`config.mk`:
```
export PLATFORM = sky130hd
export DESIGN_NAME = dsz_guard
export DESIGN_NICKNAME = d
export VERILOG_FILES = /design/src/rtl/dsz_pkg.sv /design/src/rtl/dsz_guard.sv /design/src/rtl/dsz_pair_buf.sv /design/src/rtl/dsz_zero_run.sv
export SDC_FILE = /design/constraint.sdc
export NUM_CORES = 1
export LEC_CHECK = 0
export ABC_AREA = 1
export ABC_CLOCK_PERIOD_IN_PS = 7900
export BUFFER_PORTS_ARGS = -buffer_cell sky130_fd_sc_hd__buf_4
export CAP_MARGIN = 0
export CORE_MARGIN = 8
export CORE_UTILIZATION = 55
export DETAILED_ROUTE_END_ITERATION = 10
export PLACE_DENSITY_LB_ADDON = 0.05
export SYNTH_ARGS = -nofsm -noshare
export SYNTH_HDL_FRONTEND = slang
export SYNTH_HIERARCHICAL = 1
export SYNTH_SLANG_ARGS = --single-unit
export TNS_END_PERCENT = 10
```
`constraint.sdc`:
```
create_clock -name clock_i -period 7.9 [get_ports clock_i]
set_input_delay 0.395 -clock clock_i [delete_from_list [all_inputs] [get_ports clock_i]]
set_output_delay 0.395 -clock clock_i [all_outputs]
set_load 0.005 [all_outputs]
```
`src/rtl/dsz_pkg.sv`:
```
package dsz_pkg;

   localparam int unsigned SLOT_W      = 32;
   localparam int unsigned FRAME_CNT_W = 14;
   localparam int unsigned BIT_PER_W   = 8;
   localparam int unsigned ZRUN_W      = 11;
   localparam int unsigned HOLD_W      = 6;
   localparam int unsigned ASYNC_W     = 10;
   localparam int unsigned BUF_DEPTH   = 2;

   // Counts in word-clock periods
   localparam logic [ZRUN_W-1:0] ZERO_RUN_LEN   = 11'h400;
   localparam logic [HOLD_W-1:0] HOLD_SR_FRAMES = 6'h26;
   localparam logic [HOLD_W-1:0] HOLD_QR_FRAMES = 6'h1D;
   // Allowed slip in bit-clock periods
   localparam int unsigned       SLIP_TOL_BITS  = 2;

   localparam logic [SLOT_W-1:0] SLOT_MSB = 32'h8000_0000;

   typedef enum logic [1:0] {
      MODE_I2C    = 2'h0,
      MODE_PIN    = 2'h1,
      MODE_SPI_A0 = 2'h3,
      MODE_SPI_A1 = 2'h2
   } dsz_mode_e;

   typedef enum logic [1:0] {
      SYNC_LOST = 2'h0,
      SYNC_HOLD = 2'h1,
      SYNC_RUN  = 2'h3
   } dsz_sync_e;

   typedef enum logic [1:0] {
      WID_16 = 2'h0,
      WID_20 = 2'h1,
      WID_24 = 2'h2,
      WID_32 = 2'h3
   } dsz_width_e;

   typedef struct packed {
      logic [SLOT_W-1:0] left;
      logic [SLOT_W-1:0] right;
   } dsz_frame_s;

   typedef struct packed {
      logic combo_b;
      logic pol_inv;
      logic pin_sel_mute;
      logic zero_mute;
      logic dac_disable;
      logic power_save;
   } dsz_cfg_s;

   localparam dsz_cfg_s CFG_RESET = 6'h00;

   typedef struct packed {
      logic ser_data;
      logic ser_clock;
      logic ser_select;
      logic reg_a5;
      logic reg_a6;
      logic sda_in;
      logic scl_in;
      logic slave_a0;
      logic slave_a1;
      logic deemph_on;
      logic frame_lj;
   } dsz_ctl_pins_s;

   function automatic logic [SLOT_W-1:0] dsz_width_mask(input dsz_width_e w);
      unique case (w)
         WID_16: dsz_width_mask = 32'hFFFF_0000;
         WID_20: dsz_width_mask = 32'hFFFF_F000;
         WID_24: dsz_width_mask = 32'hFFFF_FF00;
         WID_32: dsz_width_mask = 32'hFFFF_FFFF;
      endcase
   endfunction

endpackage

```
`src/rtl/dsz_guard.sv`:
```
`timescale 1ns/1ps
`default_nettype none

module dsz_guard (
   input  wire logic                   clock_i,
   input  wire logic                   rst_n_i,
   input  wire logic                   serial_bit_clock_i,
   input  wire logic                   word_frame_clock_i,
   input  wire logic                   serial_data_i,
   input  wire logic                   mute_request_in_i,
   input  wire dsz_pkg::dsz_mode_e     mode_pin_i,
   input  wire logic [3:0]             shared_pin_i,
   input  wire dsz_pkg::dsz_cfg_s      cfg_i,
   input  wire dsz_pkg::dsz_width_e    width_sel_i,
   input  wire logic                   frame_lj_i,
   input  wire logic                   quad_rate_i,
   input  wire logic                   sda_pull_low_i,
   input  wire logic                   out_ready_i,
   output logic                        out_valid_o,
   output dsz_pkg::dsz_frame_s         out_frame_o,
   output logic                        overrun_o,
   output logic                        zero_flag_one_o,
   output logic                        zero_flag_two_o,
   output logic                        zero_flag_two_oe_o,
   output logic                        centre_level_o,
   output logic                        dac_power_down_o,
   output logic                        sync_locked_o,
   output dsz_pkg::dsz_mode_e          mode_o,
   output dsz_pkg::dsz_ctl_pins_s      ctl_pins_o,
   output logic                        sda_o,
   output logic                        sda_oe_o
);

   localparam int unsigned FW = dsz_pkg::FRAME_CNT_W;
   localparam int unsigned BW = dsz_pkg::BIT_PER_W;
   localparam int unsigned HW = dsz_pkg::HOLD_W;
   localparam int unsigned AW = dsz_pkg::ASYNC_W;
   localparam int unsigned SW = dsz_pkg::SLOT_W;

   //////////////////////////////////////////////////////////////////////////
   // Pin synchronisers; no reset so they track the pins during reset
   logic [AW-1:0] sync1_q;
   logic [AW-1:0] sync2_q;

   always_ff @(posedge clock_i) begin
      sync1_q <= {mode_pin_i, shared_pin_i, mute_request_in_i,
                  serial_data_i, word_frame_clock_i, serial_bit_clock_i};
      sync2_q <= sync1_q;
   end

   wire                 bitclk_s = sync2_q[0];
   wire                 wclk_s   = sync2_q[1];
   wire                 sdata_s  = sync2_q[2];
   wire                 mute_rq_n_s = sync2_q[3];
   wire [3:0]           shared_s = sync2_q[7:4];
   dsz_pkg::dsz_mode_e  mode_s;
   assign mode_s = dsz_pkg::dsz_mode_e'(sync2_q[9:8]);

   logic bitclk_prev_q;
   logic wclk_prev_q;

   always_ff @(posedge clock_i) begin
      if (!rst_n_i) begin
         bitclk_prev_q <= 1'b0;
         wclk_prev_q   <= 1'b0;
      end else begin
         bitclk_prev_q <= bitclk_s;
         wclk_prev_q   <= wclk_s;
      end
   end

   wire bit_rise  = bitclk_s & ~bitclk_prev_q;
   wire wclk_rise = wclk_s & ~wclk_prev_q;

   //////////////////////////////////////////////////////////////////////////
   // Mode strap and configuration
   logic               take_mode_q;
   dsz_pkg::dsz_mode_e mode_q;
   dsz_pkg::dsz_cfg_s  cfg_q;

   always_ff @(posedge clock_i) begin
      if (!rst_n_i) begin
         take_mode_q <= 1'b1;
         mode_q      <= dsz_pkg::MODE_I2C;
         cfg_q       <= dsz_pkg::CFG_RESET;
      end else begin
         take_mode_q <= 1'b0;
         cfg_q       <= cfg_i;
         if (take_mode_q) begin
            mode_q <= mode_s;
         end
      end
   end

   wire pin_mode = mode_q == dsz_pkg::MODE_PIN;
   wire i2c_mode = mode_q == dsz_pkg::MODE_I2C;
   wire spi_mode = ~pin_mode & ~i2c_mode;
   wire frame_lj = pin_mode ? shared_s[1] : frame_lj_i;
   wire combo_b  = cfg_q.combo_b & ~pin_mode;

   // Shared pins by interface mode
   dsz_pkg::dsz_ctl_pins_s ctl_d;
   assign ctl_d.ser_data   = spi_mode & shared_s[0];
   assign ctl_d.ser_clock  = spi_mode & shared_s[1];
   assign ctl_d.ser_select = spi_mode & shared_s[2];
   assign ctl_d.reg_a5     = spi_mode & shared_s[3];
   assign ctl_d.reg_a6     = mode_q == dsz_pkg::MODE_SPI_A1;
   assign ctl_d.sda_in     = i2c_mode & shared_s[0];
   assign ctl_d.scl_in     = i2c_mode & shared_s[1];
   assign ctl_d.slave_a0   = i2c_mode & shared_s[2];
   assign ctl_d.slave_a1   = i2c_mode & shared_s[3];
   assign ctl_d.deemph_on  = pin_mode & shared_s[0];
   assign ctl_d.frame_lj   = frame_lj;

   // Open-drain data line only in two-wire mode
   assign sda_o    = 1'b0;
   assign sda_oe_o = i2c_mode & sda_pull_low_i;

   //////////////////////////////////////////////////////////////////////////
   // Serial receiver; samples kept MSB-aligned in a 32-bit slot
   logic          wclk_slot_q;
   logic [SW-1:0] shift_q;
   logic [5:0]    bitpos_q;
   logic [SW-1:0] left_hold_q;

   wire          slot_flip = bit_rise & (wclk_s != wclk_slot_q);
   wire [SW-1:0] bit_set   = (bitpos_q < 6'h20)
                             ? (dsz_pkg::SLOT_MSB >> bitpos_q) : '0;
   wire [SW-1:0] with_bit  = sdata_s ? (shift_q | bit_set) : shift_q;
   // I2S: bit at the flip still belongs to the old slot
   wire [SW-1:0] done_word = frame_lj ? shift_q : with_bit;
   wire          done_left = frame_lj ? wclk_slot_q : ~wclk_slot_q;
   wire          pair_done = slot_flip & ~done_left;

   always_ff @(posedge clock_i) begin
      if (!rst_n_i) begin
         wclk_slot_q <= 1'b0;
         shift_q     <= '0;
         bitpos_q    <= '0;
         left_hold_q <= '0;
      end else if (bit_rise) begin
         wclk_slot_q <= wclk_s;
         if (slot_flip) begin
            shift_q  <= (frame_lj & sdata_s) ? dsz_pkg::SLOT_MSB : '0;
            bitpos_q <= frame_lj ? 6'h01 : 6'h00;
            if (done_left) begin
               left_hold_q <= done_word;
            end
         end else begin
            shift_q <= with_bit;
            if (bitpos_q != 6'h3F) begin
               bitpos_q <= bitpos_q + 6'h01;
            end
         end
      end
   end

   //////////////////////////////////////////////////////////////////////////
   // Pending pair waits on the buffer; a late pair overwrites it
   logic                pend_valid_q;
   dsz_pkg::dsz_frame_s pend_q;
   logic                overrun_q;
   logic                buf_ready;

   always_ff @(posedge clock_i) begin
      if (!rst_n_i) begin
         pend_valid_q <= 1'b0;
         pend_q       <= '0;
         overrun_q    <= 1'b0;
      end else begin
         overrun_q <= pair_done & pend_valid_q & ~buf_ready;
         if (pair_done) begin
            pend_valid_q <= 1'b1;
            pend_q       <= '{left: left_hold_q, right: done_word};
         end else if (buf_ready) begin
            pend_valid_q <= 1'b0;
         end
      end
   end

   assign overrun_o = overrun_q;

   dsz_pair_buf #(
      .WIDTH ($bits(dsz_pkg::dsz_frame_s)),
      .DEPTH (dsz_pkg::BUF_DEPTH)
   ) u_buf (
      .clock_i     (clock_i),
      .rst_n_i     (rst_n_i),
      .in_valid_i  (pend_valid_q),
      .in_ready_o  (buf_ready),
      .in_data_i   (pend_q),
      .out_valid_o (out_valid_o),
      .out_ready_i (out_ready_i),
      .out_data_o  (out_frame_o)
   );

   //////////////////////////////////////////////////////////////////////////
   // Zero detection per channel
   logic [SW-1:0] chan_word [2];
   logic [1:0]    chan_zero;
   logic [1:0]    zero_run;

   wire [SW-1:0] width_mask = dsz_pkg::dsz_width_mask(width_sel_i);
   wire          zero_en    = width_sel_i != dsz_pkg::WID_32;

   assign chan_word[0] = left_hold_q;
   assign chan_word[1] = done_word;

   for (genvar ch = 0; ch < 2; ch++) begin : g_chan
      assign chan_zero[ch] = (chan_word[ch] & width_mask) == '0;
      dsz_zero_run u_run (
         .clock_i  (clock_i),
         .rst_n_i  (rst_n_i),
         .tick_i   (pair_done),
         .zero_i   (chan_zero[ch]),
         .enable_i (zero_en),
         .flag_o   (zero_run[ch])
      );
   end

   wire zflag1_raw = combo_b ? (zero_run[0] | zero_run[1])
                             : zero_run[0];
   wire zflag2_raw = combo_b ? (zero_run[0] & zero_run[1])
                             : zero_run[1];

   //////////////////////////////////////////////////////////////////////////
   // Frame length monitor in master-clock cycles
   logic [BW-1:0]      bitper_cnt_q;
   logic [BW-1:0]      bitper_q;
   logic [FW-1:0]      frame_cnt_q;
   logic [FW-1:0]      ref_q;
   dsz_pkg::dsz_sync_e sync_q;
   dsz_pkg::dsz_sync_e sync_d;
   logic [HW-1:0]      hold_cnt_q;
   logic [HW-1:0]      hold_d;

   wire [FW-1:0] tol = FW'(bitper_q) * FW'(dsz_pkg::SLIP_TOL_BITS);
   wire [FW:0]   ref_hi = {1'b0, ref_q} + {1'b0, tol};
   wire [FW:0]   cnt_hi = {1'b0, frame_cnt_q} + {1'b0, tol};
   // Long frame caught mid-frame, so muting never waits a full sample
   wire long_frame = {1'b0, frame_cnt_q} > ref_hi;
   wire short_frame = wclk_rise & (cnt_hi < {1'b0, ref_q});
   wire slip = long_frame | short_frame;

   wire [HW-1:0] hold_target = quad_rate_i ? dsz_pkg::HOLD_QR_FRAMES
                                           : dsz_pkg::HOLD_SR_FRAMES;
   wire [HW-1:0] hold_next = hold_cnt_q + 6'h01;
   wire          hold_done = hold_next == hold_target;

   always_ff @(posedge clock_i) begin
      if (!rst_n_i) begin
         bitper_cnt_q <= '0;
         bitper_q     <= '0;
         frame_cnt_q  <= '0;
         ref_q        <= '0;
      end else begin
         if (bit_rise) begin
            bitper_q     <= bitper_cnt_q;
            bitper_cnt_q <= 8'h01;
         end else if (bitper_cnt_q != 8'hFF) begin
            bitper_cnt_q <= bitper_cnt_q + 8'h01;
         end
         if (wclk_rise) begin
            ref_q       <= frame_cnt_q;
            frame_cnt_q <= 14'h0001;
         end else if (frame_cnt_q != 14'h3FFF) begin
            frame_cnt_q <= frame_cnt_q + 14'h0001;
         end
      end
   end

   always_comb begin
      sync_d = sync_q;
      hold_d = hold_cnt_q;
      unique case (sync_q)
         dsz_pkg::SYNC_LOST: begin
            if (wclk_rise && !slip) begin
               sync_d = dsz_pkg::SYNC_HOLD;
               hold_d = '0;
            end
         end
         dsz_pkg::SYNC_HOLD: begin
            if (slip) begin
               sync_d = dsz_pkg::SYNC_LOST;
            end else if (wclk_rise) begin
               hold_d = hold_next;
               if (hold_done) begin
                  sync_d = dsz_pkg::SYNC_RUN;
               end
            end
         end
         dsz_pkg::SYNC_RUN: begin
            if (slip) begin
               sync_d = dsz_pkg::SYNC_LOST;
            end
         end
         default: begin
            sync_d = dsz_pkg::SYNC_LOST;
         end
      endcase
   end

   // A stopped master clock freezes all state; the next frame then slips
   always_ff @(posedge clock_i) begin
      if (!rst_n_i) begin
         sync_q     <= dsz_pkg::SYNC_LOST;
         hold_cnt_q <= '0;
      end else begin
         sync_q     <= sync_d;
         hold_cnt_q <= hold_d;
      end
   end

   //////////////////////////////////////////////////////////////////////////
   // Mute and pin outputs
   wire mute_rq  = ~mute_rq_n_s;
   wire int_mute = (sync_q != dsz_pkg::SYNC_RUN) | cfg_q.dac_disable
                   | (cfg_q.zero_mute & zero_run[0] & zero_run[1]);

   logic zflag1_q;
   logic pin2_q;
   logic pin2_oe_q;
   logic centre_q;
   logic pdown_q;
   dsz_pkg::dsz_ctl_pins_s ctl_q;

   always_ff @(posedge clock_i) begin
      if (!rst_n_i) begin
         zflag1_q  <= 1'b0;
         pin2_q    <= 1'b0;
         pin2_oe_q <= 1'b1;
         centre_q  <= 1'b1;
         pdown_q   <= 1'b0;
         ctl_q     <= '0;
      end else begin
         zflag1_q  <= zflag1_raw ^ cfg_q.pol_inv;
         pin2_q    <= cfg_q.pin_sel_mute ? 1'b0
                                         : zflag2_raw ^ cfg_q.pol_inv;
         pin2_oe_q <= cfg_q.pin_sel_mute ? int_mute : 1'b1;
         centre_q  <= mute_rq | int_mute;
         pdown_q   <= ~mute_rq & cfg_q.power_save;
         ctl_q     <= ctl_d;
      end
   end

   assign zero_flag_one_o    = zflag1_q;
   assign zero_flag_two_o    = pin2_q;
   assign zero_flag_two_oe_o = pin2_oe_q;
   assign centre_level_o     = centre_q;
   assign dac_power_down_o   = pdown_q;
   assign sync_locked_o      = sync_q == dsz_pkg::SYNC_RUN;
   assign mode_o             = mode_q;
   assign ctl_pins_o         = ctl_q;
endmodule

`default_nettype wire

```
`src/rtl/dsz_pair_buf.sv`:
```
`timescale 1ns/1ps
`default_nettype none

module dsz_pair_buf #(
   parameter int unsigned WIDTH = 64,
   parameter int unsigned DEPTH = 2
) (
   input  wire logic             clock_i,
   input  wire logic             rst_n_i,
   input  wire logic             in_valid_i,
   output logic                  in_ready_o,
   input  wire logic [WIDTH-1:0] in_data_i,
   output logic                  out_valid_o,
   input  wire logic             out_ready_i,
   output logic      [WIDTH-1:0] out_data_o
);

   localparam int unsigned PW = (DEPTH > 1) ? $clog2(DEPTH) : 1;
   localparam int unsigned CW = $clog2(DEPTH + 1);

   logic [WIDTH-1:0] mem_q [DEPTH];
   logic [PW-1:0]    wr_q;
   logic [PW-1:0]    rd_q;
   logic [CW-1:0]    cnt_q;

   wire push = in_valid_i & in_ready_o;
   wire pop  = out_valid_o & out_ready_i;

   assign in_ready_o  = cnt_q != CW'(DEPTH);
   assign out_valid_o = cnt_q != '0;
   assign out_data_o  = mem_q[rd_q];

   function automatic logic [PW-1:0] bump(input logic [PW-1:0] p);
      bump = (p == PW'(DEPTH - 1)) ? '0 : p + PW'(1);
   endfunction

   always_ff @(posedge clock_i) begin
      if (push) begin
         mem_q[wr_q] <= in_data_i;
      end
   end

   always_ff @(posedge clock_i) begin
      if (!rst_n_i) begin
         wr_q  <= '0;
         rd_q  <= '0;
         cnt_q <= '0;
      end else begin
         if (push) begin
            wr_q <= bump(wr_q);
         end
         if (pop) begin
            rd_q <= bump(rd_q);
         end
         cnt_q <= cnt_q + CW'(push) - CW'(pop);
      end
   end

endmodule

`default_nettype wire

```
`src/rtl/dsz_zero_run.sv`:
```
`timescale 1ns/1ps
`default_nettype none

module dsz_zero_run (
   input  wire logic clock_i,
   input  wire logic rst_n_i,
   input  wire logic tick_i,
   input  wire logic zero_i,
   input  wire logic enable_i,
   output logic      flag_o
);

   logic [dsz_pkg::ZRUN_W-1:0] run_q;

   assign flag_o = run_q == dsz_pkg::ZERO_RUN_LEN;

   always_ff @(posedge clock_i) begin
      if (!rst_n_i || !enable_i) begin
         run_q <= '0;
      end else if (tick_i) begin
         if (!zero_i) begin
            run_q <= '0;
         end else if (!flag_o) begin
            run_q <= run_q + 11'h001;
         end
      end
   end
endmodule

`default_nettype wire

```
# Yosys cells after proc, flatten, opt, wreduce, memory -nomap -nowiden
# Memories as Yosys holds them, arrays and structs flattened. A register that Yosys moved wholly into a read port is not among the register bits.
# Index checks and enable logic that the tools add are counted.
# totals
output_inout_bits	87
memories	1
regBits	262
input_bits	24
ramBits	128
# mem_list
name	words	word_bits	read_ports	rd_clocked_by_memory_dff	write_ports	line	source
u_buf.mem_q	2	64	1	1	1	dsz_pair_buf.sv:21	logic [WIDTH-1:0] mem_q [DEPTH];
# op_classes
shifts	1
eq_ne	25
n_lt_le_gt_ge	3
bitwise_logic	45
reduce_logical	26
muxes	41
addsub	12
# op_table
operator	count
$mux 32	5
$pmux 32 s4	1
$and 32x32->32	2
$logic_not 32->1	2
$mux 11	4
$mux 6	6
$or 32x32->32	1
$shr 32x6->32 const A	1
$add 14x9->15	2
$and 1x1->1	26
$add 11x1->11 const B	2
$eq 11x11->1 const B	2
$mux 1	18
$ne 2x2->1 const B	8
$gt 14x15->1	1
$lt 15x14->1	1
$add 14x1->14 const B	1
$ne 14x14->1 const B	1
$add 6x1->6 const B	2
$pmux 6 s2	1
$reduce_bool 2->1	6
$mux 2	5
$not 1->1	9
$add 8x1->8 const B	1
23 further kinds	45

# Depth between registers and ports, before layout
# Gate-level depths: netlist (run 1).
# logic_depth
word_depth	9
mapped_depth	25

# Modules after synthesis
# The synthesis (run 1) kept the hierarchy.
# modules_own_cells
mod	instances	area_per_inst_um2	cells_per_inst
dsz_guard	1	10453.8	1354
dsz_pair_buf	1	5156.2	235
dsz_zero_run	2	750.7	118

# Worst setup path after synthesis (run 1)
# OpenSTA, ideal clock, no wires.
# synth_path
kind	register to register
start	reg u_buf.cnt_q[0]
end	mem u_buf.mem_q[1][0], enable pin
arrival_ns	3.271
n_path_buf	0
path_stages_with_launch	5
setup_slack_ns	4.141
required_ns	7.412
setup_ns	0.488
path_cell_list	dfxtp_1 inv_1 nand2_1 nand2_1 nor2_1
# synth_via
elab_chain_len	4
# synth_rtl
item	line	source
start: declaration	dsz_pair_buf.sv:24	logic [CW-1:0] cnt_q;
start signal: assignment	dsz_pair_buf.sv:55	cnt_q <= cnt_q + CW'(push) - CW'(pop);
$ne 2x2->1	dsz_pair_buf.sv:29	assign in_ready_o = cnt_q != CW'(DEPTH);
named net buf_ready	dsz_guard.sv:163	logic buf_ready;
$and 1x1->1	dsz_pair_buf.sv:26	wire push = in_valid_i & in_ready_o;
$mux 1	dsz_pair_buf.sv:38	if (push) begin
$mux 1 (not written as such)	dsz_pair_buf.sv:39	mem_q[wr_q] <= in_data_i;
end: declaration	dsz_pair_buf.sv:21	
# The timed path passes the listed nets, and every way through them passes these cells.

# Worst setup path after layout (run 1)
# layout_path
start	reg bitpos_q[4]
end	reg g_chan[1].u_run/run_q[1] (netlist name)
# layout_via
elab_chain_len	9
word_cells_on_any_way	11
cone_classes	1 x order compare; 1 x eq/ne; 1 x shift; 4 x mux; 2 x bitwise; 2 x reduce/logical
# layout_rtl
item	line	source
start: declaration	dsz_guard.sv:123	logic [5:0] bitpos_q;
start signal: assignment	dsz_guard.sv:145	bitpos_q <= frame_lj ? 6'h01 : 6'h00;
start signal: assignment	dsz_guard.sv:152	bitpos_q <= bitpos_q + 6'h01;
$shr 32x6->32 / $lt 6x6->1 (equally long branches)	dsz_guard.sv:128, dsz_guard.sv:127	
$mux 32 *	dsz_guard.sv:128	? (dsz_pkg::SLOT_MSB >> bitpos_q) : '0;
$or 32x32->32 *	dsz_guard.sv:129	wire [SW-1:0] with_bit = sdata_s ? (shift_q | bit_set) : shift_q;
$mux 32 *	dsz_guard.sv:129	
$mux 32 *	dsz_guard.sv:131	wire [SW-1:0] done_word = frame_lj ? shift_q : with_bit;
$and 32x32->32 *	dsz_guard.sv:210	assign chan_zero[ch] = (chan_word[ch] & width_mask) == '0;
$logic_not 32->1 *	dsz_guard.sv:210	
named net chan_zero[1]	dsz_guard.sv:200	logic [1:0] chan_zero;
$ne 2x2->1 (no line)	n/a	
$reduce_and 2->1 (no line)	n/a	
end signal: assignment	dsz_zero_run.sv:24	run_q <= run_q + 11'h001;
end: declaration	dsz_zero_run.sv:13	logic [dsz_pkg::ZRUN_W-1:0] run_q;
# The timed path passes the listed nets; every way through them passes the cells marked *.
# A chain may end at the register's enable or synchronous reset.

==> run metrics, run 1 <==
Final Hold Vio Count=0; fin. max-slew vios=0; synth warn=6; first-pass GRT wire length=60840 um; Post-Synthesis Cells=1825; PnR worst setup slack=4135 ps; vias in the first global route=about 12000; PD cells=244.1 nW/um2; Peak VDD IR=0.2181 mV; r2r setup slk=4140 ps; routability congestion estimate=0.8644; Synth Cell Area=approximately 17000 um2; R2R cell count=12; internal power=~3.6 mW; most numerous cell in the Yosys netlist=dfxtp_1; # clock sinks=391; maximum fanout along the worst path=14; hold path endpoint=cfg_q[3]; RSZ-0062 raised after global routing=no; combinational share of power=13.6%; EDFF count, synth=128; site row count=64; hpwl dp=26010 um; worst skew pair latency=540 ps; total CTS buffers=between 40 and 50; iteration count of the initial detailed-routing pass=5; area leader, netlist=dfxtp_1; crit end category=flop; CTS clk-pin slew, worst paths=60 ps; Nets=2012; WHS=approximately 40 ps; initial core utilization=55.94%; synth top area cells=dfxtp_1 31%, edfxtp_1 22%, a21oi_1 6.6%; layout cells sized above 1=between 10% and 20%; Max Buffers Root-to-Sink=3; family with the most delay on the worst path=simple AND/OR/NAND/NOR gates; diode count=0; Final min period=between 3000 and 4000 ps; setup bufs post-CTS=0; critical path type=flop to flop; Max Freq=roughly 270 MHz; final core utilization=63.72%; Setup violations, final=0; worst hold stages=3; Crit Reg-Reg Startpoint=bitpos_q[4]; leakage=between 8 and 9 nW; via/cell ratio=roughly 5.4; CTS root buf=clkbuf_16; worst path bufs/invs=3; Yosys top cell area share=between 30 and 40%; WL final=37420 um; Final TNS setup=0 ps; Starting DRT DRC Count=866; # DRC=0; worst-margin pin slew=1180 ps; Top cell by count, worst path=inv_1; Reg power frac=47.4%; part of the cycle the worst path needs=roughly 48%; synthesis-to-layout area growth=13.91%; part of the Yosys area used for sequential elements=a little over half; Die Height=192.4 um; wire per inst=between 15 and 20 um; post-route ant nets=0; crit path launch type=flop; syn_nets=1908; P_sw=about 1.2 mW; Worst Path Arrival=4220 ps; grt ovf=0; Yosys cell types=55; Horiz. Die Dim=192.4 um; post-CTS sizing=0; worst hold-check path type=input pin to flop; average size of a mapped cell=9.376 um2; async set or reset register ratio after synthesis=0%; Core ar.=30590 um2; outcome=completed; slew margin rel.=between 20% and 30%; Pwr Total=4.758 mW; switch share=between 20 and 25%; hold_sp=cfg_i[3]; worst path cell trace=inv_1, nand3_1, inv_1, a31oi_1, inv_1, nor4_1, nand4_1, nor3_1, nand3_4, nand2_4, nand2_1, a21oi_1; Setup WS pre-CTS=4229 ps; reg-to-reg endpoint=g_chan[1].u_run/run_q[1]; Clk network pwr share=39.0%; initial antenna violation count=0; main flop type after synthesis=dfxtp_1; CTS Hold Bufs=10; Worst EP required=8360 ps; Max stage delay on crit path=870 ps; H-Tree Level Count=2; GRT Util Overall=19.99%; vias=12610; number of max-cap violations=0; IO Port Bufs=109; die area=37010 um2; #FFs+latches synth=about 390; final setup skew=between 20 and 25 ps; top cells by count, synth=263 x dfxtp_1, 237 x nand2_1, 229 x inv_1, 227 x a21oi_1, 147 x nor2_1; CTS tree=built; # IOs=111; slowest cell on the critical path=nor3_1; pin count of the biggest net entering global routing=97
## cell type report
| cell class | count | area [um2] |
|---|---|---|
| Clock inverter | 19 | 165.2 |
| Tap cell | 396 | 495.5 |
| Multi-Input combinational cell | 1131 | 6706 |
| Sequential cell | 391 | 9112 |
| Inverter | 237 | 890.9 |
| Clock buffer | 55 | 1142 |
| Fill cell | 2578 | 11100 |
| Timing Repair Buffer | 127 | 978.4 |
## worst register-to-register path, cell delays in order, from the launching register on
cell     delay [ps]
dfxtp_1         320
inv_1            70
nand3_1         440
inv_1           300
a31oi_1         450
inv_1            90
nor4_1          260
nand4_1         130
nor3_1          870
nand3_4         310
nand2_4         220
nand2_1          90
a21oi_1         150
## worst max-delay path by stage
stage                               from                  endpoint  slack [ps]  cells past startpoint
after floorplan           u_buf/cnt_q[0]         u_buf/mem_q[1][0]        4140                      4
after global placement       bitpos_q[4]  g_chan[1].u_run/run_q[3]        4290                     12
after detailed placement     bitpos_q[4]  g_chan[1].u_run/run_q[1]        4230                     12
after CTS                    bitpos_q[4]  g_chan[1].u_run/run_q[1]        4170                     12
after global routing         bitpos_q[4]  g_chan[1].u_run/run_q[7]        3760                     12
final                        bitpos_q[4]  g_chan[1].u_run/run_q[1]        4140                     12
## stage by stage
step | cells | cell area (um2)
global route | 2356 | 19490
CTS | 2356 | 19490
detailed placement | 2272 | 18080
finish | 2356 | 19490
global placement | 2272 | 18080
floorplan | 1825 | 17110
## cells in the final DEF, fill, tap and decap left out, types with 3 or more instances in the layout
cell,instances
dfxtp_1,262
nand2_1,237
inv_1,229
a21oi_1,227
nor2_1,144
o21ai_0,137
edfxtp_1,128
buf_4,117
nand3_1,74
mux2_4,60
ha_1,57
clkbuf_16,41
xor2_1,28
nor3_1,27
nand4_1,22
a31oi_1,18
nor4_1,14
nand2_2,11
clkinv_2,10
dlygate4sd3_1,10
xnor2_1,9
clkinv_1,8
nor2_4,8
o21ai_1,7
clkbuf_1,7
nor2_2,6
clkbuf_8,6
or2_2,4
mux2_2,4
inv_2,3
a211oi_1,3
nand3b_1,3
## metal layers
layer	global-route usage [%]	vias to the layer above	share of wire, %
met1	25.23	5896	44
met3	3.180	66	4.9
met4	6.052	0	2.6
met2	34.76	289	48
li1	-	6354	-
met5	0	-	0
## cells by family (layout without fill, tap and decap cells)
family / Yosys count / after routing / share of synthesized area (%)
flops: 391 / 391 / 53.23
buf+inv: 303 / 438 / 7.678
other cells: 1 / 1 / 0.02192
compound gates: 408 / 408 / 12.42
xor+xnor: 37 / 37 / 1.894
simple gates: 562 / 562 / 14.82
mux: 64 / 64 / 5.528
fa+ha+maj: 59 / 59 / 4.402
## power by group through the flow
stage                     clock [mW]  sequential, mW  combinational (mW)
after floorplan                    0            2.26               0.492
after global placement             0            2.29               0.642
after detailed placement           0            2.30               0.648
after CTS                       1.90            2.26               0.655
after global routing            1.98            2.27               0.714
final                           1.86            2.25               0.645
## registers in the layout (all words and copies together) (netlist names), 2 cells and up, named ones only
signal and count:
bitper_cnt_q 8, bitper_q 8, bitpos_q 6, cfg_q 6, ctl_pins_o 11, frame_cnt_q 14, g_chan.u_run/run_q 22, hold_cnt_q 6
left_hold_q 32, mode_o 2, pend_q 64, ref_q 14, shift_q 32, sync1_q 10, sync2_q 10, sync_q 2
u_buf/cnt_q 2, u_buf/mem_q 128
No activity file was read; power rests on OpenSTA's default activity.
==> run 2, diff against run 1 <==
--- a/config.mk
+++ b/config.mk
@@ -5,8 +5,8 @@
 export SDC_FILE = /design/constraint.sdc
 export NUM_CORES = 1
 export LEC_CHECK = 0
-export ABC_AREA = 1
-export ABC_CLOCK_PERIOD_IN_PS = 7900
+export ABC_AREA = 0
+export ABC_CLOCK_PERIOD_IN_PS = 3500
 export BUFFER_PORTS_ARGS = -buffer_cell sky130_fd_sc_hd__buf_4
 export CAP_MARGIN = 0
 export CORE_MARGIN = 8
==> constraint.sdc (replaced) <==
create_clock -name clock_i -period 3.5 [get_ports clock_i]
set_input_delay 0.175 -clock clock_i [delete_from_list [all_inputs] [get_ports clock_i]]
set_output_delay 0.175 -clock clock_i [all_outputs]
set_load 0.005 [all_outputs]
==> run metrics, run 2 <==
outcome=completed; Top cell by count, worst path=ha_1; worst hold-check path type=input pin to flop; CTS tree=built; #FFs+latches synth=391; most numerous cell in the Yosys netlist=dfxtp_1; Yosys cell types=74; Core ar.=29400 um2; layout cells sized above 1=between 10% and 20%; pin count of the biggest net entering global routing=132; number of max-cap violations=0; Nets=roughly 1800; final core utilization=about 66%; H-Tree Level Count=2; final instance count without filler cells=2110; first-pass GRT wire length=59120 um; routability congestion estimate=approximately 0.9; area leader, netlist=dfxtp_1; Horiz. Die Dim=about 190 um; part of the cycle the worst path needs=99.23%; Peak VDD IR=0.4115 mV; commonest non-fill, non-tap cell in the layout=dfxtp_1; CTS clk-pin slew, worst paths=approximately 60 ps; WHS=27.05 ps; total CTS buffers=40; slew margin rel.=26.78%; RSZ-0062 raised after global routing=yes; Starting DRT DRC Count=680; Die Height=188.3 um; slowest cell on the critical path=dfxtp_2; vias=between 10000 and 15000; crit path launch type=flop; synthesis-to-layout area growth=18.33%; family with the most delay on the worst path=simple AND/OR/NAND/NOR gates; # DRC=0; iteration count of the initial detailed-routing pass=7; Pwr Total=9.797 mW; synth warn=6; initial antenna violation count=0; async set or reset register ratio after synthesis=0%; Synth Cell Area=16320 um2; die area=35450 um2; worst path cell trace=ha_1, a211oi_2, o21bai_1, a21oi_2, a21oi_1, or2_2, nand2_1, xnor2_1, ha_1, nand4_1, nor4_2, a41o_1, nor2_1, a32o_2, nor3_4, buf_6, mux2i_1; worst skew pair latency=530 ps; # IOs=between 100 and 150; vias in the first global route=11520; WL final=approximately 36000 um; Yosys top cell area share=32.26%; grt ovf=0; IO Port Bufs=109; EDFF count, synth=128; fin. max-slew vios=0; final setup skew=between 10 and 15 ps; Post-Synthesis Cells=1551; most frequent cells in the layout=259 x dfxtp_1, 173 x nand2_1, 159 x nor2_1; # clock sinks=between 300 and 400; initial core utilization=55.52%; worst-margin pin slew=1096 ps; GRT Util Overall=19.84%; leakage=between 6 and 7 nW; Max Buffers Root-to-Sink=3; Biggest register=u_buf/mem_q; crit end category=flop; Max stage delay on crit path=350 ps; synth top area cells=dfxtp_1 32%, edfxtp_1 24%, a21oi_1 4.5%; via/cell ratio=5.525; worst path bufs/invs=1; top cells by count, synth=263 x dfxtp_1, 173 x nand2_1, 160 x nor2_1, 147 x a21oi_1, 128 x edfxtp_1; Final Hold Vio Count=0; PD cells=507.2 nW/um2; hpwl dp=23770 um; Largest regs=u_buf/mem_q x128, pend_q x64; main flop type after synthesis=dfxtp_1; Worst EP required=3950 ps; Final min period=approximately 3500 ps; site row count=63; r2r setup slk=30 ps; maximum fanout along the worst path=5; wire per inst=16.86 um; average size of a mapped cell=about 11 um2; Worst Path Arrival=3920 ps; critical path type=flop to flop; CTS root buf=clkbuf_16; Setup violations, final=0; part of the Yosys area used for sequential elements=55.80%; post-route ant nets=0; syn_nets=1634; diode count=0; Max Freq=287.9 MHz; max reg flops=128; placed insts=2012
[run 2: changes by cell type after synthesis, sizes merged, moves of 16 or more]
cell	before	now
and2	0	26
nand3	77	32
nand2	250	174
clkbuf	24	41
inv	233	34
nor2b	0	16
a21oi	228	148
a211oi	3	75
o21ai	145	31
and3	1	25
[run 2: layout make-up]
type | instances | area [um2]
Fill cell | 2395 | 10090
Sequential cell | 391 | 9114
Multi-Input combinational cell | 1046 | 6794
Timing Repair Buffer | 176 | 1435
Clock buffer | 57 | 1162
Tap cell | 390 | 488.0
Clock inverter | 15 | 188.9
Inverter | 35 | 133.9
[run 2: path summary, 6_finish.rpt]
path | to | depth (start not counted) | startpoint
max | hold_cnt_q[1] | 17 | bitper_q[1]
min | u_buf/cnt_q[1] | 3 | out_ready_i
max reg2reg | hold_cnt_q[1] | 17 | bitper_q[1]
min reg2reg | sync2_q[8] | 0 | sync1_q[8]
[run 2: worst reg2reg max path, cell delays in order (launching register included)]
cell	delay, ps
dfxtp_2	350
ha_1	340
a211oi_2	190
o21bai_1	120
a21oi_2	180
a21oi_1	80
or2_2	300
nand2_1	90
xnor2_1	70
ha_1	300
nand4_1	140
nor4_2	290
a41o_1	130
nor2_1	50
a32o_2	270
nor3_4	170
buf_6	150
mux2i_1	190
[run 2: cell families (layout without fill, tap and decap cells)]
logic type | after synthesis | in the layout | synth area share (%)
XOR/XNOR | 42 | 42 | 2.254
adder cells (fa/ha/maj) | 59 | 59 | 4.614
AO/OA/AOI/OAI | 332 | 332 | 12.69
multiplexers | 78 | 78 | 5.381
AND/OR/NAND/NOR | 534 | 534 | 15.94
other | 1 | 1 | 0.02297
buffers and inverters | 114 | 283 | 3.304
flip-flops | 391 | 391 | 55.80
[run 2: where the power goes]
group | internal [mW] | switching [mW] | leakage (nW)
clock network | 2.56 | 1.73 | 0.655
registers | 4.79 | 0.0790 | 3.15
logic | 0.288 | 0.352 | 3.12
[run 2: stage by stage]
stage	setup WS, ps	TNS [ps]	instance area, um2
2_1_floorplan	6.902	0	16330
3_3_place_gp	-174.9	-1134	17600
3_5_place_dp	-263.4	-1711	17600
4_1_cts	-105.5	-480.1	19270
5_1_grt	-315.3	-1749	19320
6_report	26.83	0	19320
[run 2: per-layer routing]
layer	wire, um	GRT usage [%]
met2	17380	34.24
met3	1474	3.752
met5	0	0
met4	937	6.455
met1	15780	24.70
[run 2: what timing repair did]
action,in CTS,in global routing
resized for setup,23,10
setup endpoints to repair,8,8
hold buffers,16,0
buffers inserted,10,0
hold endpoints to repair,16,0
pin swaps,23,18
